===== src/common/pressure_irq_pkg.sv =====
// Constants, field layouts and carriers for the pressure interrupt output stage.
// Functional notes
// RULE1: Setup bits 5..4 pick hold time: none, 16 ms, 64 ms, 256 ms.
// RULE2: Hold times come from the internal tick, overshooting by at most half a millisecond.
// RULE3: With no stretch the pin follows the condition of the latest sample exactly.
// RULE4: With stretch selected the pin is active exactly while the timer is nonzero.
// RULE5: The stretch timer counts down on every tick and stops at zero.
// RULE6: Only a sample meeting the condition reloads the timer with the hold time.
// RULE7: Setup bit 3 low fires outside the window, high fires inside it.
// RULE8: A zero threshold disables that side only; the other side still compares.
// RULE9: Both thresholds zero keeps the interrupt pin inactive.
// RULE10: Setup is written during init and frozen once the init lock bit is set.
// RULE11: Drive bit low gives active-high open drain, high gives active-low.
// RULE12: Timer starts at zero after reset, so the pin starts inactive.
`default_nettype none

package pressure_irq_pkg;

  // Clock and the oscillator tick that times the stretch.
  localparam int unsigned CLK_PERIOD_NS  = 50;
  localparam int unsigned TICK_PERIOD_NS = 500_000;
  localparam int unsigned TICK_CYCLES    = TICK_PERIOD_NS / CLK_PERIOD_NS;
  localparam int unsigned TICK_CNT_W     = 16;

  // Nominal hold times in microseconds.
  localparam int unsigned STRETCH_US_16  = 16_000;
  localparam int unsigned STRETCH_US_64  = 64_000;
  localparam int unsigned STRETCH_US_256 = 256_000;

  // Timer loads in ticks; the extra tick absorbs the free running tick phase.
  localparam int unsigned TIMER_W = 10;
  localparam logic [TIMER_W-1:0] TIMER_ZERO = 10'h000;
  localparam logic [TIMER_W-1:0] TIMER_ONE  = 10'h001;
  localparam logic [TIMER_W-1:0] LOAD_16  = TIMER_W'(STRETCH_US_16 * 1000 / TICK_PERIOD_NS + 1);
  localparam logic [TIMER_W-1:0] LOAD_64  = TIMER_W'(STRETCH_US_64 * 1000 / TICK_PERIOD_NS + 1);
  localparam logic [TIMER_W-1:0] LOAD_256 = TIMER_W'(STRETCH_US_256 * 1000 / TICK_PERIOD_NS + 1);

  // Register byte addresses.
  localparam logic [7:0] ADDR_LOCK      = 8'h10;
  localparam logic [7:0] ADDR_PIN_CFG   = 8'h43;
  localparam logic [7:0] ADDR_SETUP     = 8'h45;
  localparam logic [7:0] ADDR_HI_L      = 8'h46;
  localparam logic [7:0] ADDR_HI_H      = 8'h47;
  localparam logic [7:0] ADDR_LO_L      = 8'h48;
  localparam logic [7:0] ADDR_LO_H      = 8'h49;
  localparam logic [7:0] ADDR_IRQ_STAT  = 8'h50;
  localparam logic [7:0] ADDR_IRQ_MASK  = 8'h51;
  localparam logic [7:0] ADDR_STATE     = 8'h52;

  // Field positions.
  localparam int unsigned SEL_LSB   = 4;
  localparam int unsigned SEL_MSB   = 5;
  localparam int unsigned POL_BIT   = 3;
  localparam int unsigned DRIVE_BIT = 2;
  localparam int unsigned LOCK_BIT  = 0;
  localparam int unsigned EV_COND   = 0;
  localparam int unsigned EV_EXPIRE = 1;
  localparam int unsigned EV_W      = 2;

  // Reset values and the zero threshold that turns a side off.
  localparam logic [7:0]  BYTE_RST  = 8'h00;
  localparam logic [15:0] THR_RST   = 16'h0000;
  localparam logic [15:0] THR_OFF   = 16'h0000;
  localparam logic [EV_W-1:0] EV_RST = 2'h0;

  typedef enum logic [1:0] {
    STRETCH_NONE,
    STRETCH_16MS,
    STRETCH_64MS,
    STRETCH_256MS
  } stretch_sel_t;

  // One evaluated pressure sample.
  typedef struct packed {
    logic        valid;
    logic [15:0] value;
  } sample_t;

  // One register bus request.
  typedef struct packed {
    logic       wr;
    logic       rd;
    logic [7:0] addr;
    logic [7:0] wdata;
  } reg_req_t;

endpackage : pressure_irq_pkg

`default_nettype wire


===== src/logic/pressure_irq_stretch_window.sv =====
// Window comparator, pulse stretch timer and interrupt pin stage.
//
// Design decision made here: the strobed register port.
`default_nettype none

module pressure_irq_stretch_window #(
  parameter int unsigned TICK_PERIOD = pressure_irq_pkg::TICK_CYCLES
) (
  // Clock and reset.
  input  wire logic                       i_clk,
  input  wire logic                       i_rst_b,
  // Sample from the pressure data path.
  input  wire pressure_irq_pkg::sample_t  i_sample,
  // Register port.
  input  wire pressure_irq_pkg::reg_req_t i_req,
  output logic [7:0]                      o_rdata,
  // Interrupt pin, open drain.
  output logic                            o_int_pin_out,
  output logic                            o_int_pin_oe,
  output logic                            o_int_pull_up_en,
  output logic                            o_int_pull_dn_en,
  // Level interrupt to the local controller.
  output logic                            o_irq
);
  import pressure_irq_pkg::*;

  stretch_sel_t          stretch_sel_r, stretch_sel_nxt;
  logic                  window_in_r, window_in_nxt;
  logic                  drive_low_r, drive_low_nxt;
  logic                  init_done_lock_r, init_done_lock_nxt;
  logic [15:0]           thr_hi_r, thr_hi_nxt;
  logic [15:0]           thr_lo_r, thr_lo_nxt;
  logic [EV_W-1:0]       ev_stat_r, ev_stat_nxt;
  logic [EV_W-1:0]       ev_mask_r, ev_mask_nxt;
  logic [7:0]            rdata_nxt;
  logic                  cond_r, cond_nxt;
  logic [TIMER_W-1:0]    timer_r, timer_nxt;
  logic [TIMER_W-1:0]    load_val;
  logic                  tick;
  logic                  above, below, outside, both_off, cond_now, load, expire;
  logic                  pin_active;
  logic [EV_W-1:0]       ev_set;

  // Tick source for the stretch timer.
  stretch_tick_gen #(
    .PERIOD (TICK_PERIOD)
  ) u_tick (
    .i_clk   (i_clk),
    .i_rst_b (i_rst_b),
    .o_tick  (tick)
  );

  // Window comparison of the incoming sample; a zero threshold drops its side.
  always_comb begin
    both_off = (thr_hi_r == THR_OFF) && (thr_lo_r == THR_OFF);               // see RULE9
    above    = (thr_hi_r != THR_OFF) && (i_sample.value > thr_hi_r);         // see RULE8
    below    = (thr_lo_r != THR_OFF) && (i_sample.value < thr_lo_r);         // see RULE8
    outside  = above || below;
    cond_now = !both_off && (window_in_r ? !outside : outside);              // see RULE7
  end

  // Hold time chosen by the stretch selection.
  always_comb begin
    unique case (stretch_sel_r)                                              // see RULE1
      STRETCH_NONE:  load_val = TIMER_ZERO;
      STRETCH_16MS:  load_val = LOAD_16;                                     // see RULE2
      STRETCH_64MS:  load_val = LOAD_64;
      STRETCH_256MS: load_val = LOAD_256;
    endcase
  end

  // Condition latch and stretch timer next state.
  always_comb begin
    load     = i_sample.valid && cond_now;                                   // see RULE6
    expire   = tick && (timer_r == TIMER_ONE) && !load;
    cond_nxt = i_sample.valid ? cond_now : cond_r;                           // see RULE3
    if (load) begin
      timer_nxt = load_val;                                                  // see RULE6
    end else if (tick && (timer_r != TIMER_ZERO)) begin
      timer_nxt = timer_r - TIMER_ONE;                                       // see RULE5
    end else begin
      timer_nxt = timer_r;
    end
  end

  always_ff @(posedge i_clk) begin
    if (!i_rst_b) begin
      cond_r  <= 1'b0;
      timer_r <= TIMER_ZERO;                                                 // see RULE12
    end else begin
      cond_r  <= cond_nxt;
      timer_r <= timer_nxt;
    end
  end

  // Pin level: direct follow without stretch, timer only with stretch.
  always_comb begin
    if (both_off) begin
      pin_active = 1'b0;                                                     // see RULE9
    end else if (stretch_sel_r == STRETCH_NONE) begin
      pin_active = cond_r;                                                   // see RULE3
    end else begin
      pin_active = (timer_r != TIMER_ZERO);                                  // see RULE4
    end
  end

  // The pin is driven only while active, towards the active level; when idle it is
  // released and the selected pull current brings it back, so an idle pin never
  // fights a second open-drain source wired onto the same host line.
  assign o_int_pin_out    = !drive_low_r;                                    // see RULE11
  assign o_int_pin_oe     = pin_active;                                      // see RULE11
  assign o_int_pull_up_en = drive_low_r;                                     // see RULE11
  assign o_int_pull_dn_en = !drive_low_r;

  // Register writes; the lock is one-way until reset and freezes setup and thresholds.
  always_comb begin
    stretch_sel_nxt    = stretch_sel_r;
    window_in_nxt      = window_in_r;
    drive_low_nxt      = drive_low_r;
    init_done_lock_nxt = init_done_lock_r;
    thr_hi_nxt         = thr_hi_r;
    thr_lo_nxt         = thr_lo_r;
    ev_mask_nxt        = ev_mask_r;
    ev_set             = '0;
    ev_set[EV_COND]    = load;
    ev_set[EV_EXPIRE]  = expire;
    ev_stat_nxt        = ev_stat_r;
    if (i_req.wr) begin
      unique case (i_req.addr)
        ADDR_SETUP: begin
          if (!init_done_lock_r) begin                                       // see RULE10
            stretch_sel_nxt = stretch_sel_t'(i_req.wdata[SEL_MSB:SEL_LSB]);  // see RULE1
            window_in_nxt   = i_req.wdata[POL_BIT];                          // see RULE7
          end
        end
        ADDR_HI_L: if (!init_done_lock_r) thr_hi_nxt[7:0]  = i_req.wdata;
        ADDR_HI_H: if (!init_done_lock_r) thr_hi_nxt[15:8] = i_req.wdata;
        ADDR_LO_L: if (!init_done_lock_r) thr_lo_nxt[7:0]  = i_req.wdata;
        ADDR_LO_H: if (!init_done_lock_r) thr_lo_nxt[15:8] = i_req.wdata;
        ADDR_PIN_CFG:  drive_low_nxt = i_req.wdata[DRIVE_BIT];
        ADDR_LOCK:     init_done_lock_nxt = init_done_lock_r | i_req.wdata[LOCK_BIT];
        ADDR_IRQ_STAT: ev_stat_nxt = ev_stat_r & ~i_req.wdata[EV_W-1:0];
        ADDR_IRQ_MASK: ev_mask_nxt = i_req.wdata[EV_W-1:0];
        default: ;
      endcase
    end
    // A new event beats a clear written in the same cycle.
    ev_stat_nxt = ev_stat_nxt | ev_set;
  end

  // Read mux; unmapped addresses and reserved bits read zero.
  always_comb begin
    rdata_nxt = BYTE_RST;
    if (i_req.rd) begin
      unique case (i_req.addr)
        ADDR_SETUP: begin
          rdata_nxt[SEL_MSB:SEL_LSB] = stretch_sel_r;
          rdata_nxt[POL_BIT]         = window_in_r;
        end
        ADDR_HI_L:     rdata_nxt = thr_hi_r[7:0];
        ADDR_HI_H:     rdata_nxt = thr_hi_r[15:8];
        ADDR_LO_L:     rdata_nxt = thr_lo_r[7:0];
        ADDR_LO_H:     rdata_nxt = thr_lo_r[15:8];
        ADDR_PIN_CFG:  rdata_nxt[DRIVE_BIT] = drive_low_r;
        ADDR_LOCK:     rdata_nxt[LOCK_BIT] = init_done_lock_r;
        ADDR_IRQ_STAT: rdata_nxt[EV_W-1:0] = ev_stat_r;
        ADDR_IRQ_MASK: rdata_nxt[EV_W-1:0] = ev_mask_r;
        ADDR_STATE:    rdata_nxt = {5'h00, pin_active, cond_r, timer_r != TIMER_ZERO};
        default: ;
      endcase
    end
  end

  always_ff @(posedge i_clk) begin
    if (!i_rst_b) begin
      stretch_sel_r    <= STRETCH_NONE;
      window_in_r      <= 1'b0;
      drive_low_r      <= 1'b0;
      init_done_lock_r <= 1'b0;
      thr_hi_r         <= THR_RST;
      thr_lo_r         <= THR_RST;
      ev_stat_r        <= EV_RST;
      ev_mask_r        <= EV_RST;
      o_rdata          <= BYTE_RST;
    end else begin
      stretch_sel_r    <= stretch_sel_nxt;
      window_in_r      <= window_in_nxt;
      drive_low_r      <= drive_low_nxt;
      init_done_lock_r <= init_done_lock_nxt;
      thr_hi_r         <= thr_hi_nxt;
      thr_lo_r         <= thr_lo_nxt;
      ev_stat_r        <= ev_stat_nxt;
      ev_mask_r        <= ev_mask_nxt;
      o_rdata          <= rdata_nxt;
    end
  end

  // Interrupt level is a pure function of registers, so it never glitches.
  assign o_irq = |(ev_stat_r & ev_mask_r);
endmodule : pressure_irq_stretch_window

`default_nettype wire


===== src/logic/stretch_tick_gen.sv =====
// Free running divider that makes the stretch timer's oscillator tick.
`default_nettype none

module stretch_tick_gen #(
  parameter int unsigned PERIOD = pressure_irq_pkg::TICK_CYCLES
) (
  // Clock and reset.
  input  wire logic i_clk,
  input  wire logic i_rst_b,
  // Tick out.
  output logic      o_tick
);
  import pressure_irq_pkg::*;

  localparam logic [TICK_CNT_W-1:0] LAST = TICK_CNT_W'(PERIOD - 1);

  logic [TICK_CNT_W-1:0] cnt_r;
  logic [TICK_CNT_W-1:0] cnt_nxt;

  // The divider never stops, so a reload lands at a random tick phase.
  always_comb begin
    cnt_nxt = (cnt_r == LAST) ? '0 : cnt_r + 1'b1;
  end

  always_ff @(posedge i_clk) begin
    if (!i_rst_b) begin
      cnt_r <= '0;
    end else begin
      cnt_r <= cnt_nxt;
    end
  end

  assign o_tick = (cnt_r == LAST);

endmodule : stretch_tick_gen

`default_nettype wire


===== config.mk =====
export PLATFORM = sky130hd
export DESIGN_NAME = pressure_irq_stretch_window
export DESIGN_NICKNAME = d
export VERILOG_FILES = /design/src/common/pressure_irq_pkg.sv /design/src/logic/pressure_irq_stretch_window.sv /design/src/logic/stretch_tick_gen.sv
export SDC_FILE = /design/constraint.sdc
export NUM_CORES = 1
export LEC_CHECK = 0
export BUFFER_PORTS_ARGS = -buffer_cell sky130_fd_sc_hd__clkbuf_2
export CORE_AREA = 2 2 94 96
export DETAILED_ROUTE_END_ITERATION = 16
export DIE_AREA = 0 0 96 98
export MAX_ROUTING_LAYER = met4
export PLACE_DENSITY_LB_ADDON = 0.05
export SYNTH_ARGS = -nofsm -noshare
export SYNTH_HDL_FRONTEND = slang
export SYNTH_SLANG_ARGS = --single-unit

===== constraint.sdc =====
create_clock -name i_clk -period 2.41 [get_ports i_clk]
set_clock_uncertainty 0.15 [all_clocks]
set_input_delay 0.241 -clock i_clk [delete_from_list [all_inputs] [get_ports i_clk]]
set_output_delay 0.241 -clock i_clk [all_outputs]
set_load 0.02 [all_outputs]

==> summary.md <==
The flow ran to the end, but the final reports show violations. The checks that failed: setup timing. The die covers 9408 um2.

Minimum clock period: 2.624 ns. In this run, the number of DRC markers left after iteration 0 of detailed routing was 339. For this design the top-level I/O count stands at 50.

In this run the critical register-to-register path is launched from thr_hi_r[6]$_SDFFE_PN0P_. The part of the total power dissipated in the clock network was 0.401; the internal power component was 1.894 mW. After clock tree synthesis, the clock-pin slew on the worst setup and hold paths is 0.08 ns. In this run the static leakage power is 2.071 nW. The logs give 2.466 mW for the post-route total power and 0 for the number of pins with negative max-slew slack in the final report. Setup repair after global routing could not meet its margin everywhere.

The max capacitance violation total is 0. The tightest hold path in the finished design has a slack of 0.06399 ns. The horizontal die dimension was 96 um. The highest ir drop seen on vdd was 308.5 uV; the power share of the combinational group was 0.087. The logs give 34 for the number of placement rows and 0 for the aggregate global routing overflow. The worst hold path startpoint was i_req[6].

The detailed-route vias per instance was 5.702. At the pin with the least slew margin, the transition time is 0.5416 ns. The post-synthesis cell area is 4363 um2. Buffers placed on the I/O ports in this run total 49. The post-synthesis register bit count was 76. The tools report the number of CTS-inserted buffers as 9. The tree is rooted in a clkbuf_8. For the worst setup path, the data required time is 2.50 ns. The count of hold-fix buffers inserted at cts came out at 0. The share of synthesized cell area in and, or, nand and nor gates was 0.2584. The H-tree was split into 3 levels. Setup violations remaining at the end of the flow were counted as 13.

The beginning of the critical path was thr_hi_r[6]$_SDFFE_PN0P_. Switching share of total power: 0.2319. Global-route usage over all layers: 0.2750.

The via count of the first global-routing pass was 3889; the clock latency reported for the late side of the worst-skew pair was 0.35 ns. The post-synthesis xor/xnor area fraction works out to 0.04015. TritonCTS built the clock tree. The clock net sink count was 76. The repair_antennas step left the layout with diodes totalling 0. The worst-case setup margin in the final layout was -0.2145 ns. The wire length of the first global-routing pass is 19260 um. Largest net degree at the start of global routing: 37. Including well taps, the total number of placed cells is 715.

Data arrives at the worst endpoint at 2.72 ns. The classification of the worst-slack hold path is input pin to flop. The final cycle utilization of the critical path is 1.089.

The tightest slew margin relative to the limit was 0.6356. By area, the combinational part of the netlist is dominated by simple AND/OR/NAND/NOR gates. The register area share after synthesis is 0.3487, and the post-placement setup slack is -0.3192 ns. The total via count in the routed design was 4191. The tools report the capturing element type of the critical path as a flop. Counting cells, the worst reg-to-reg path comes to 9. Routability-driven placement finished with a final weighted congestion of 0.9087. Of all nets on the critical path, the largest fanout is 5. The net count after synthesis was 593.

The post-route DRC violation count was 0. The filler-free cell count of the finished design is 735. The number of standard cells after synthesis is 522, and the detailed-route wire length per cell is 16.40 um. The run gives 9267 um as the half-perimeter wire length after detailed placement. Counting instances, the worst hold path has a depth of 3.

Effective utilization at floorplan: 0.5154. The total power density per cell area was 453.1 nW/um2. The die is 98 um tall. STA classifies the critical path startpoint as a flop. The detailed-route wire length is 12060 um, and the number of warnings reported in the yosys synthesis log is 0. Relative to the synthesized area, the layout overhead comes to 24.75%. The fraction of synthesis flops using an asynchronous set or reset pin was 0; the core area was 8466 um2. The sequential group share of total power was 0.512. The detail route stage leaves a number of antenna-violating nets equal to 0.

The fraction of layout instances using a drive strength above 1 works out to 0.2424. The fraction of the mapped netlist area in compound gates was 0.1566; the net switching power was 571.9 uW. The run gives 0 as the number of antenna violations at the first check in global routing. The count of flip-flops with a built-in enable after synthesis was 0; the number of hold violations in the final report was 0.

After the last flow step, the layout net total stands at 693. The tools report the achievable frequency as 381.0 MHz. Among all flip-flop cells after synthesis, the most frequent one is dfxtp_1. The average size of a mapped cell came out at 8.358 um2.

In this run the deepest clock path goes through 2 buffers. For this run, the detailed router's first-pass iteration total came to 6. Adder-cell area share of the yosys netlist: 0.09751.

Category of the critical setup timing path: flop to flop. The mux share of post-synthesis cell area was 0.04130. The tools report the number of distinct library cells after synthesis as 48.
worst max-delay path: stages (launching register included):
cell      delay [ns]
dfxtp_1         0.34
inv_1           0.05
ha_1            0.27
nand2_1         0.07
or4_4           0.54
a21o_1          0.20
a31oi_4         0.22
nor3_2          0.07
and4bb_4        0.38
and3b_2         0.21
per-stage QoR:
stage | TNS, ns | utilization | cell area (um2)
3_3_place_gp | -2.591 | 0.6012 | 5090
2_1_floorplan | -0.05311 | - | 4380
4_1_cts | -2.005 | 0.6386 | 5406
6_report | -2.019 | 0.6429 | 5443
3_5_place_dp | -3.132 | 0.6012 | 5090
5_1_grt | -3.358 | 0.6429 | 5443
state kept, by name, indices dropped and copies added, names as in the netlist:
signal,cells
timer_r,10
thr_lo_r,16
ev_stat_r,2
cond_r,1
stretch_sel_r,2
thr_hi_r,16
o_rdata,8
ev_mask_r,2
window_in_r,1
o_int_pull_up_en,1
u_tick.cnt_r,16
init_done_lock_r,1
synth_stat cells, types with 4 or more instances:
master	number	share of area
a21oi_1	19	0.022
dfxtp_1	76	0.35
nand2_1	60	0.052
nand2b_1	7	0.010
nor2b_1	17	0.024
mux2i_1	18	0.041
and2_1	4	0.0057
a22oi_1	8	0.014
o21ai_0	15	0.017
buf_2	5	0.0057
a31oi_1	5	0.0072
xnor2_1	11	0.022
ha_1	34	0.098
clkbuf_1	12	0.010
a21boi_0	27	0.046
nand3_1	34	0.039
nand4_1	13	0.019
a222oi_1	5	0.011
o21a_1	4	0.0069
inv_1	37	0.032
xor2_1	9	0.018
nor2_1	26	0.022
nor3b_1	6	0.010
nand3b_1	4	0.0069
nor3_1	9	0.010
nor4_1	14	0.020
and3_1	10	0.014
cells in the final DEF (no fill, tap or decap), drive strengths merged, types with 10 or more instances in the layout:
cell,synthesis,routed
a21boi,27,27
a21oi,19,19
and3,10,10
buf,9,60
clkbuf,12,64
dfxtp,76,76
ha,34,34
inv,37,37
mux2i,18,18
nand2,60,60
nand3,34,34
nand4,13,13
nor2,26,26
nor2b,17,17
nor3,10,10
nor4,14,14
o21ai,15,15
xnor2,11,11
final cells by class:
| type | instances | area [um2] |
|---|---|---|
| clock inverters | 1 | 30.03 |
| inverters | 37 | 138.9 |
| multi-input cells | 389 | 2726 |
| well taps | 108 | 135.1 |
| fillers | 763 | 3023 |
| repair buffers | 109 | 715.7 |
| clock buffers | 15 | 166.4 |
| flip-flops and latches | 76 | 1530 |
kinds of logic after synthesis:
group,count (synthesis)
buffers and inverters,58
flip-flops,76
XOR/XNOR,20
AND/OR/NAND/NOR,216
AO/OA/AOI/OAI,100
adder cells (fa/ha/maj),34
multiplexers,18
routing by layer:
layer | vias up | GRT usage | wire (um)
met5 | - | - | 0
met4 | 0 | 0.1275 | 493
met3 | 41 | 0.05170 | 687
met2 | 150 | 0.4087 | 5515
met1 | 1945 | 0.3589 | 5358
li1 | 2055 | - | -
power groups by stage:
| stage | logic [mW] | registers [mW] | clock network (mW) |
|---|---|---|---|
| after floorplan | 0.106 | 1.29 | 0 |
| after global placement | 0.199 | 1.29 | 0 |
| after detailed placement | 0.207 | 1.29 | 0 |
| after CTS | 0.213 | 1.26 | 1.01 |
| after global routing | 0.241 | 1.26 | 1.07 |
| final | 0.215 | 1.26 | 0.988 |
path summary, 6_finish.rpt:
kind                                                   end  slack, ns
worst max register to register     timer_r[1]$_SDFFE_PN0P_      -0.21
worst max-delay path               timer_r[1]$_SDFFE_PN0P_      -0.21
worst min-delay path             thr_hi_r[14]$_SDFFE_PN0P_       0.06
worst min register to register  u_tick.cnt_r[0]$_SDFF_PP0_       0.30
repair_timing:
| item | in CTS | in global routing |
|---|---|---|
| buffers inserted | 2 | 1 |
| pin swaps | 4 | 7 |
| gates resized for setup | 18 | 8 |
| gates cloned | 1 | 0 |
| endpoints found under the setup margin | 13 | 14 |
| endpoints found under the hold margin | 0 | 0 |
Note: power is estimated with default switching activity, not from simulation.
